$ cat src/verilog/bidc_pkg.sv
package bidc_pkg;
    localparam int DATA_W = 8;
    localparam int NIB_W = 4;
    // operation codes seen on the op port
    typedef enum logic [2:0] {
        OP_SUB_MEM_ACC_BORROW,
        OP_SUB_ACC_BORROW,
        OP_SUB_MEM_BORROW,
        OP_INC_MEM,
        OP_DEC_MEM,
        OP_CLEAR_MEM
    } bidc_op_e;
    localparam logic [7:0] ACC_RESET = 8'h00;
    localparam logic [7:0] MEM_RESET = 8'h00;
    localparam logic [7:0] ZERO_BYTE = 8'h00;
    localparam logic [7:0] ONE_BYTE = 8'h01;
    localparam logic FLAG_RESET = 1'b0;
endpackage
$ cat src/verilog/bidc_adder.sv
`timescale 1ns/1ns
// shared 8-bit add/subtract slice with flag outputs
module bidc_adder (
    input wire logic [7:0] opA,
    input wire logic [7:0] opB,
    input wire logic carryIn,
    input wire logic subtract,
    output logic [7:0] sum,
    output logic carryFlag,
    output logic auxFlag,
    output logic ovFlag
);
    logic [8:0] full;
    logic [4:0] low;
    logic [7:0] bEff;
    always_comb begin
        // subtract done as a + ~b + ~borrow, carry and aux flags inverted to borrow sense
        bEff = subtract ? ~opB : opB;
        full = {1'b0, opA} + {1'b0, bEff} + {8'h00, subtract ? ~carryIn : carryIn};
        low = {1'b0, opA[3:0]} + {1'b0, bEff[3:0]} + {4'h0, subtract ? ~carryIn : carryIn};
        sum = full[7:0];
        carryFlag = subtract ? ~full[8] : full[8];
        auxFlag = subtract ? ~low[4] : low[4];
        ovFlag = (opA[7] == bEff[7]) && (sum[7] != opA[7]);
    end
endmodule // bidc_adder

$ cat src/verilog/bidc_core.sv
`timescale 1ns/1ns
// What this block does
// - memory minus accumulator minus carry into memory
// - accumulator minus carry into accumulator
// - memory minus carry into memory
// - increment memory byte, update four flags
// - decrement memory byte, update four flags
// - clear memory byte, flags unchanged
module bidc_core (
    input wire logic clk,
    input wire logic reset,
    input wire logic opValid,
    input wire logic [2:0] opCode,
    input wire logic [7:0] memIn,
    input wire logic accWrEn,
    input wire logic [7:0] accWrData,
    output logic memWrEn_q,
    output logic [7:0] memOut_q,
    output logic [7:0] accumulator_reg_q,
    output logic zeroFlag_q,
    output logic carryFlag_q,
    output logic aux_nibble_carry_flag_q,
    output logic signed_overflow_flag_q
);
    ////////////////////////////////////////////////////////////////
    logic [7:0] opA;
    logic [7:0] opB;
    logic cin;
    logic sub;
    logic toMem;
    logic toAcc;
    logic setFlags;
    logic legal;
    logic [7:0] res;
    logic cOut;
    logic acOut;
    logic ovOut;
    logic [7:0] wrVal;
    always_comb begin
        opA = memIn;
        opB = bidc_pkg::ZERO_BYTE;
        cin = carryFlag_q;
        sub = 1'b1;
        toMem = 1'b0;
        toAcc = 1'b0;
        setFlags = 1'b0;
        legal = 1'b1;
        unique case (opCode)
            bidc_pkg::OP_SUB_MEM_ACC_BORROW: begin
                opB = accumulator_reg_q;
                toMem = 1'b1;
                setFlags = 1'b1;
            end
            bidc_pkg::OP_SUB_ACC_BORROW: begin
                opA = accumulator_reg_q;
                toAcc = 1'b1;
                setFlags = 1'b1;
            end
            bidc_pkg::OP_SUB_MEM_BORROW: begin
                toMem = 1'b1;
                setFlags = 1'b1;
            end
            bidc_pkg::OP_INC_MEM: begin
                opB = bidc_pkg::ONE_BYTE;
                cin = 1'b0;
                sub = 1'b0;
                toMem = 1'b1;
                setFlags = 1'b1;
            end
            bidc_pkg::OP_DEC_MEM: begin
                opB = bidc_pkg::ONE_BYTE;
                cin = 1'b0;
                toMem = 1'b1;
                setFlags = 1'b1;
            end
            bidc_pkg::OP_CLEAR_MEM: begin
                toMem = 1'b1;
            end
            // codes 6 and 7 are unused and do nothing
            default: legal = 1'b0;
        endcase
    end
    bidc_adder u_adder (
        .opA(opA),
        .opB(opB),
        .carryIn(cin),
        .subtract(sub),
        .sum(res),
        .carryFlag(cOut),
        .auxFlag(acOut),
        .ovFlag(ovOut)
    );
    assign wrVal = (opCode == 3'(bidc_pkg::OP_CLEAR_MEM)) ? bidc_pkg::ZERO_BYTE : res;
    ////////////////////////////////////////////////////////////////
    // memory write-back, one cycle after the op
    always_ff @(posedge clk or posedge reset) begin
        if (reset) begin
            memWrEn_q <= 1'b0;
            memOut_q <= bidc_pkg::MEM_RESET;
        end else begin
            memWrEn_q <= opValid && legal && toMem;
            if (opValid && legal && toMem) begin
                memOut_q <= wrVal;
            end
        end
    end
    // accumulator; op result wins over a direct load in same cycle
    always_ff @(posedge clk or posedge reset) begin
        if (reset) begin
            accumulator_reg_q <= bidc_pkg::ACC_RESET;
        end else if (opValid && legal && toAcc) begin
            accumulator_reg_q <= res;
        end else if (accWrEn) begin
            accumulator_reg_q <= accWrData;
        end
    end
    always_ff @(posedge clk or posedge reset) begin
        if (reset) begin
            zeroFlag_q <= bidc_pkg::FLAG_RESET;
            carryFlag_q <= bidc_pkg::FLAG_RESET;
            aux_nibble_carry_flag_q <= bidc_pkg::FLAG_RESET;
            signed_overflow_flag_q <= bidc_pkg::FLAG_RESET;
        end else if (opValid && legal && setFlags) begin
            zeroFlag_q <= (res == bidc_pkg::ZERO_BYTE);
            carryFlag_q <= cOut;
            aux_nibble_carry_flag_q <= acOut;
            signed_overflow_flag_q <= ovOut;
        end
    end
    ////////////////////////////////////////////////////////////////
    property p_mem_acc_sub;
        @(posedge clk) disable iff (reset)
        opValid && opCode == 3'(bidc_pkg::OP_SUB_MEM_ACC_BORROW) |=>
            memWrEn_q && memOut_q == 8'($past(memIn) - $past(accumulator_reg_q)
            - {7'h00, $past(carryFlag_q)});
    endproperty
    a_mem_acc_sub: assert property (p_mem_acc_sub) else $error("mem-acc subtract wrong");
    property p_acc_sub;
        @(posedge clk) disable iff (reset)
        opValid && opCode == 3'(bidc_pkg::OP_SUB_ACC_BORROW) |=>
            !memWrEn_q && accumulator_reg_q == 8'($past(accumulator_reg_q)
            - {7'h00, $past(carryFlag_q)});
    endproperty
    a_acc_sub: assert property (p_acc_sub) else $error("acc subtract wrong");
    property p_mem_sub;
        @(posedge clk) disable iff (reset)
        opValid && opCode == 3'(bidc_pkg::OP_SUB_MEM_BORROW) |=>
            memWrEn_q && memOut_q == 8'($past(memIn) - {7'h00, $past(carryFlag_q)});
    endproperty
    a_mem_sub: assert property (p_mem_sub) else $error("mem subtract wrong");
    property p_inc;
        @(posedge clk) disable iff (reset)
        opValid && opCode == 3'(bidc_pkg::OP_INC_MEM) |=>
            memOut_q == 8'($past(memIn) + 8'h01) && carryFlag_q == ($past(memIn) == 8'hFF);
    endproperty
    a_inc: assert property (p_inc) else $error("increment wrong");
    property p_dec;
        @(posedge clk) disable iff (reset)
        opValid && opCode == 3'(bidc_pkg::OP_DEC_MEM) |=>
            memOut_q == 8'($past(memIn) - 8'h01) && carryFlag_q == ($past(memIn) == 8'h00);
    endproperty
    a_dec: assert property (p_dec) else $error("decrement wrong");
    property p_clear;
        @(posedge clk) disable iff (reset)
        opValid && opCode == 3'(bidc_pkg::OP_CLEAR_MEM) |=>
            memWrEn_q && memOut_q == 8'h00 && $stable(zeroFlag_q) && $stable(carryFlag_q)
            && $stable(aux_nibble_carry_flag_q) && $stable(signed_overflow_flag_q);
    endproperty
    a_clear: assert property (p_clear) else $error("clear wrong or flags moved");
    property p_zero;
        @(posedge clk) disable iff (reset)
        opValid && opCode == 3'(bidc_pkg::OP_DEC_MEM) |=>
            zeroFlag_q == (memOut_q == 8'h00)
            && aux_nibble_carry_flag_q == ($past(memIn[3:0]) == 4'h0);
    endproperty
    a_zero: assert property (p_zero) else $error("zero or aux flag wrong");
    property p_ov;
        @(posedge clk) disable iff (reset)
        opValid && opCode == 3'(bidc_pkg::OP_INC_MEM) |=>
            signed_overflow_flag_q == ($past(memIn) == 8'h7F);
    endproperty
    a_ov: assert property (p_ov) else $error("overflow flag wrong");
    property p_mac_flags;
        @(posedge clk) disable iff (reset)
        opValid && opCode == 3'(bidc_pkg::OP_SUB_MEM_ACC_BORROW) |=>
            carryFlag_q == ({1'b0, $past(memIn)} < ({1'b0, $past(accumulator_reg_q)}
            + {8'h00, $past(carryFlag_q)}))
            && zeroFlag_q == (memOut_q == 8'h00);
    endproperty
    a_mac_flags: assert property (p_mac_flags) else $error("mem-acc flags wrong");
    property p_acc_flags;
        @(posedge clk) disable iff (reset)
        opValid && opCode == 3'(bidc_pkg::OP_SUB_ACC_BORROW) |=>
            carryFlag_q == ($past(accumulator_reg_q) == 8'h00 && $past(carryFlag_q))
            && zeroFlag_q == (accumulator_reg_q == 8'h00);
    endproperty
    a_acc_flags: assert property (p_acc_flags) else $error("acc subtract flags wrong");
    property p_mem_flags;
        @(posedge clk) disable iff (reset)
        opValid && opCode == 3'(bidc_pkg::OP_SUB_MEM_BORROW) |=>
            carryFlag_q == ($past(memIn) == 8'h00 && $past(carryFlag_q))
            && signed_overflow_flag_q == ($past(memIn) == 8'h80 && $past(carryFlag_q));
    endproperty
    a_mem_flags: assert property (p_mem_flags) else $error("mem subtract flags wrong");
    // idle cycles, clear and unused codes must not disturb flags
    property p_flag_hold;
        @(posedge clk) disable iff (reset)
        !(opValid && opCode < 3'(bidc_pkg::OP_CLEAR_MEM)) |=>
            $stable(zeroFlag_q) && $stable(carryFlag_q)
            && $stable(aux_nibble_carry_flag_q) && $stable(signed_overflow_flag_q);
    endproperty
    a_flag_hold: assert property (p_flag_hold) else $error("flags moved without op");
    c_borrow: cover property (@(posedge clk) disable iff (reset)
        opValid && opCode == 3'(bidc_pkg::OP_SUB_MEM_ACC_BORROW) ##1 carryFlag_q);
    c_inc_wrap: cover property (@(posedge clk) disable iff (reset)
        opValid && opCode == 3'(bidc_pkg::OP_INC_MEM) ##1 zeroFlag_q);
    c_clear: cover property (@(posedge clk) disable iff (reset)
        opValid && opCode == 3'(bidc_pkg::OP_CLEAR_MEM));
    c_acc_borrow: cover property (@(posedge clk) disable iff (reset)
        opValid && opCode == 3'(bidc_pkg::OP_SUB_ACC_BORROW) ##1 carryFlag_q);
    c_mem_ov: cover property (@(posedge clk) disable iff (reset)
        opValid && opCode == 3'(bidc_pkg::OP_SUB_MEM_BORROW) ##1 signed_overflow_flag_q);
endmodule // bidc_core

$ cat config.mk
export PLATFORM = sky130hd
export DESIGN_NAME = bidc_core
export DESIGN_NICKNAME = d
export VERILOG_FILES = /design/src/verilog/bidc_pkg.sv /design/src/verilog/bidc_adder.sv /design/src/verilog/bidc_core.sv
export SDC_FILE = /design/constraint.sdc
export NUM_CORES = 1
export LEC_CHECK = 0
export BUFFER_PORTS_ARGS = -buffer_cell sky130_fd_sc_hd__buf_2
export CORE_UTILIZATION = 48
export DETAILED_ROUTE_END_ITERATION = 10
export PLACE_DENSITY_LB_ADDON = 0.3
export REMOVE_ABC_BUFFERS = 1
export SLEW_MARGIN = 10
export SYNTH_ARGS = -nofsm -noshare
export SYNTH_HDL_FRONTEND = slang
export SYNTH_SLANG_ARGS = --single-unit
$ cat constraint.sdc
create_clock -name clk -period 2.65 [get_ports clk]
set_input_delay 0.265 -clock clk [delete_from_list [all_inputs] [get_ports clk]]
set_output_delay 0.265 -clock clk [all_outputs]
set_load 0.02 [all_outputs]
# ---- Word level (Yosys, flattened, before mapping)
# Cells that the tools add are included.
# Widths: inputs -> output; s select.
dict set report op_classes {
  addsub 4
  n_eq_ne 7
  muxes 14
  bitwise 4
  reduce_logical 12
}
# cell n
set ops {}
lappend ops {{$mux 8} 5}
lappend ops {{$pmux 8 s2} 1}
lappend ops {{$reduce_or 5->1} 2}
lappend ops {{$add 8x8->9} 1}
lappend ops {{$add 9x1->9} 1}
lappend ops {{$logic_not 8->1} 1}
lappend ops {{$mux 1} 8}
lappend ops {{$not 8->8} 1}
lappend ops {{$eq 3x2->1 const B} 2}
lappend ops {{$eq 3x3->1 const B} 2}
lappend ops {{$reduce_or 6->1} 1}
lappend ops {{$add 4x4->5} 1}
lappend ops {{$add 5x1->5} 1}
lappend ops {{$logic_and 1x1->1} 5}
lappend ops {{$eq 3x1->1 const B} 1}
lappend ops {{$logic_not 3->1} 1}
lappend ops {{$not 1->1} 3}
lappend ops {{$reduce_bool 2->1} 1}
lappend ops {{$reduce_or 2->1} 1}
lappend ops {{$eq 1x1->1} 1}
lappend ops {{$ne 1x1->1} 1}
dict set report totals {
  regBits 21
}

# ---- Longest topological paths before layout
dict set report logic_depth {
  ltp_word 9
  mapped_depth 15
  depth_no_buf 12
}

# ---- Hierarchy
# From an unflattened synthesis, not the netlist that was laid out.
dict set report hier_totals {
  cells_unflattened 172
  hier_area_um2 1685.4
}
# mod n_inst cells_per_inst area_each_um2 seq_area_each_um2
set by_module_without_submodules {}
lappend by_module_without_submodules {bidc_core 1 122 1253.7 525.5}
lappend by_module_without_submodules {bidc_adder 1 50 431.7 0.0}

# ---- Least setup slack after synthesis
# Ideal clock, no wire load.
dict set report synth_timing {
  path_kind {input port to flip-flop}
  from {input opCode[0]}
  to {register zeroFlag_q}
  setup_time_ns 0.095
  arrival_ns 3.315
  t_required_ns 2.555
  slack_ns -0.761
  path_stages 13
  path_buffers 3
  cell_sequence {buf_6 nor2b_1 buf_2 nor2b_1 buf_2 mux2_2 fa_1 inv_1 fa_1 xnor2_1 or4b_1 or4_1 o31ai_1}
}
dict set report synth_via {
  elab_chain_cells 8
  elab_cells_between_ends 23
}
# element line_no
set synth_rtl {}
lappend synth_rtl {{from (decl)} bidc_core.sv:13} ;# input wire logic [2:0] opCode,
lappend synth_rtl {{$eq 3x3->1 / $eq 3x2->1 (equally long branches)} bidc_core.sv:48} ;# unique case (opCode)
lappend synth_rtl {{$reduce_or 2->1 (no line)} n/a}
lappend synth_rtl {{$pmux 8 s2} bidc_core.sv:48}
lappend synth_rtl {{$not 8->8} bidc_adder.sv:18} ;# bEff = subtract ? ~opB : opB;
lappend synth_rtl {{$mux 8} bidc_adder.sv:18}
lappend synth_rtl {{$add 8x8->9} bidc_adder.sv:19} ;# full = {1'b0, opA} + {1'b0, bEff} + {8'h00, subtract ? ~carryIn : carryIn};
lappend synth_rtl {{$add 9x1->9} bidc_adder.sv:19}
lappend synth_rtl {{$logic_not 8->1} bidc_core.sv:124} ;# zeroFlag_q <= (res == bidc_pkg::ZERO_BYTE);
lappend synth_rtl {{to (signal assigned)} bidc_core.sv:119} ;# zeroFlag_q <= bidc_pkg::FLAG_RESET;
lappend synth_rtl {{to (signal assigned)} bidc_core.sv:124}
lappend synth_rtl {{to (decl)} bidc_core.sv:20} ;# output logic zeroFlag_q,
# Parallel ways exist; a longest one is shown, timed or not.
# A chain may end at the register's enable or synchronous reset.

# ---- Worst setup path after layout
dict set report layout_timing {
  from {register accumulator_reg_q[0]}
  to {register zeroFlag_q}
}
dict set report layout_via {
  elab_chain_cells 6
  elab_cells_between_ends 7
}
# element line_no
set layout_rtl {}
lappend layout_rtl {{from (decl)} bidc_core.sv:19} ;# output logic [7:0] accumulator_reg_q,
lappend layout_rtl {{from (signal assigned)} bidc_core.sv:110} ;# accumulator_reg_q <= bidc_pkg::ACC_RESET;
lappend layout_rtl {{from (signal assigned)} bidc_core.sv:112} ;# accumulator_reg_q <= res;
lappend layout_rtl {{from (signal assigned)} bidc_core.sv:114} ;# accumulator_reg_q <= accWrData;
lappend layout_rtl {{$pmux 8 s2} bidc_core.sv:48}
lappend layout_rtl {{$not 8->8} bidc_adder.sv:18}
lappend layout_rtl {{$mux 8} bidc_adder.sv:18}
lappend layout_rtl {{$add 8x8->9 *} bidc_adder.sv:19}
lappend layout_rtl {{$add 9x1->9 *} bidc_adder.sv:19}
lappend layout_rtl {{$logic_not 8->1 *} bidc_core.sv:124}
# Every way passes the cells marked *; elsewhere a longest branch is shown, timed or not.

==> results.yml <==
timing:
  report.final.slew_viol_count: 0
  layout_setup_ws_ns: -0.0487
  min_period_over_period: 1.02
  final-setup-viol-count: 3
  setup_tns_ns: -0.0829
  hold_ws_ns: 0.104
  slew_headroom: 0.418
  hold_viol_final: 0
  worst_pin_slew_ns: 0.872
  min_period_ns: 2.70
  rsz0062_at_grt: "yes"
  max_freq_mhz: 371
  finalClockSkew_ns: 0.0118
worst_setup_path:
  cp.required_ns: 2.89
  crit_buf_inv: 1
  critPathCaptureType: "flop"
  cp_top_family: "simple AND/OR/NAND/NOR gates"
  crit_fanout: 3
  crit_top_cell: "fa_2"
  crit_path_cell_trace: "o21ai_1 -> fa_2 -> inv_2 -> fa_2 -> xnor2_1 -> or4b_1 -> or4_4 -> o31ai_4"
  cp-start-kind: "flop"
  critPathKind: "reg -> reg"
  max_stage_delay_ns: 0.52
  arrival_ns: 2.94
  cp_slowest_cell: "or4b_1"
cts:
  tritoncts: "built"
  ctsHoldBuffers: 0
  cts.sinks: 21
  cts_buffers: 3
  cts_root_buf: "clkbuf_4"
  htree_levels: 1
  clkSlewWorstSetupHoldPaths_ns: 0.14
  cts.path.max_buffers: 2
  clk_latency_ns: 0.32
pwr:
  power_frac_comb: 0.532
  peakVddDrop_mv: 0.294
  clkPwrFrac: 0.131
  swShare: 0.407
  switching_power_uw: 519
  sequentialPowerShare: 0.337
  internal-power_uw: 756
  power_density_nw_per_um2: 550
  leakagePower_nw: 1.09
cells_and_area:
  area_growth_pct: 34.5
  fin_util: 0.684
  antenna_cells: 0
  final_nets: 295
  drive_above_1_share: 0.431
  design_area_sq_um: 2320
logic_synthesis:
  syn_avg_cell_area_sq_um: 8.71
  synthArstFlopShare: 1.00
  ys.flop_type: "dfrtp_1"
  synth_edf_count: 0
  yosysMostFrequentCell: "nand2_1"
  synth_cell_type_count: 47
  ys_ff_latch: 21
  synth_warnings: 0
  synthesis.area_sq_um: 1720
  netlist_top_cells_area: "dfrtp_1 (30%), mux2_2 (5.2%), nand2_1 (5.2%)"
  ys_top_cells_by_count: "nand2_1 (24), dfrtp_1 (21), o21ai_0 (16)"
  seq_area_frac_synth: 0.305
  netlist_instances: 198
  synth_area_leader_cell: "dfrtp_1"
  synth_top_area_frac: 0.305
floorplan:
  fp.coreArea_sq_um: 3390
  num_io_pins: 44
  fp.dieH_um: 61.9
  dieArea_sq_um: 3840
  rows: 21
  start_util: 0.509
  fp.dieW_um: 61.9
drt:
  avgRoutedWirePerCell_um: 15.5
  drt_iter0_markers: 133
  drt-pass1-iter-count: 4
  wl_um: 4780
  via_count: 1679
  ant_nets: 0
  drc: 0
  vias_per_cell: 5.45
placed_design:
  place_area_sq_um: 2120
  hpwl_um: 3360
  gp_congestion: 0.877
  port_buffers: 43
grt:
  grt_pass1_wl_um: 7360
  antenna_found_initial: 0
  grt_use_total: 0.266
  grt_overflow: 0
  grt_pass1_vias: 1556
  grt_max_degree: 24
run:
  cap_violations: 0
outcome:
  status: "finished with violations"
  violations: "negative setup slack"
worst_hold_path:
  hp-class: "in -> async"
-- cells by family (layout without fill, tap and decap cells) --
family / count (synthesis) / after routing / synth area share
compound gates: 65 / 65 / 0.247
xor+xnor: 7 / 7 / 0.0356
fa+ha+maj: 9 / 9 / 0.0740
buf+inv: 22 / 86 / 0.0588
flops: 21 / 21 / 0.305
mux: 16 / 16 / 0.0994
simple gates: 58 / 58 / 0.181
-- metal layers --
| metal | up-vias | share of wire | track usage |
|---|---|---|---|
| li1 | 825 | - | - |
| met1 | 799 | 0.45 | 0.351 |
| met2 | 51 | 0.51 | 0.458 |
| met3 | 4 | 0.035 | 0.0269 |
| met4 | 0 | 0.0063 | 0.0857 |
| met5 | - | 0 | 0 |
-- cells in the final DEF (no fill, tap or decap), types with 2 or more instances in the layout --
cell	n
buf_2	41
buf_4	27
nand2_1	23
dfrtp_1	21
a21oi_1	15
o21ai_0	11
o21ai_1	8
mux2_2	7
inv_1	7
mux2i_1	7
or2_2	7
a21o_1	5
xnor2_1	5
buf_6	5
nand2b_1	4
nor2_1	4
a22oi_1	4
ha_1	4
nor2b_1	3
nand3_1	3
ha_4	3
clkbuf_4	3
nor2b_4	2
a22o_1	2
inv_2	2
a211oi_1	2
nor3b_1	2
mux2_4	2
o221ai_1	2
a21boi_0	2
a31oi_1	2
fa_2	2
-- power groups by stage --
stage	Combinational, mW	Sequential [mW]	Clock, mW
after CTS	0.631	0.430	0.168
after global placement	0.592	0.433	0
after global routing	0.738	0.440	0.178
after floorplan	0.271	0.508	0
final	0.678	0.430	0.167
after detailed placement	0.602	0.435	0
-- what timing repair did --
action,CTS,global route
gates resized for setup,15,19
pin swaps,6,9
endpoints found under the setup margin,7,6
buffers inserted,3,1
-- sequential cells by signal, indices dropped and copies added (netlist names) --
register and cells:
memOut_q 8, signed_overflow_flag_q 1, aux_nibble_carry_flag_q 1, memWrEn_q 1
zeroFlag_q 1, carryFlag_q 1, accumulator_reg_q 8
-- area by class of cell --
| type | instances | area, sq um |
|---|---|---|
| fillers | 292 | 1070 |
| well taps | 46 | 57.6 |
| inverters | 9 | 33.8 |
| clock buffers | 4 | 26.3 |
| repair buffers | 73 | 464 |
| multi-input cells | 155 | 1210 |
| flip-flops and latches | 21 | 526 |
-- metrics by stage --
stage               power, mW  worst slack, ns  instances
finish                   1.28          -0.0487        308
global route             1.36           -0.124        308
CTS                      1.23         0.000929        307
detailed placement       1.04           -0.641        300
global placement         1.02           -0.556        300
floorplan               0.779           -0.948        185
-- worst reg2reg max path, stage by stage (launching register included) --
cell     delay [ns]
dfrtp_1        0.43
o21ai_1        0.25
fa_2           0.26
inv_2          0.04
fa_2           0.37
xnor2_1        0.15
or4b_1         0.52
or4_4          0.45
o31ai_4        0.17
-- final timing paths --
kind | start | end | slack [ns] | cells past startpoint
worst max-delay path | accumulator_reg_q[0] | zeroFlag_q | -0.05 | 8
worst min-delay path | reset | aux_nibble_carry_flag_q | 0.10 | 2
worst max register to register | accumulator_reg_q[0] | zeroFlag_q | -0.05 | 8
worst min register to register | signed_overflow_flag_q | signed_overflow_flag_q | 0.50 | 2
max in group asynchronous | reset | memOut_q[1] | 2.00 | 2
min in group clk | accWrData[7] | accumulator_reg_q[7] | 0.22 | 3
No activity file was read; power rests on OpenSTA's default activity.
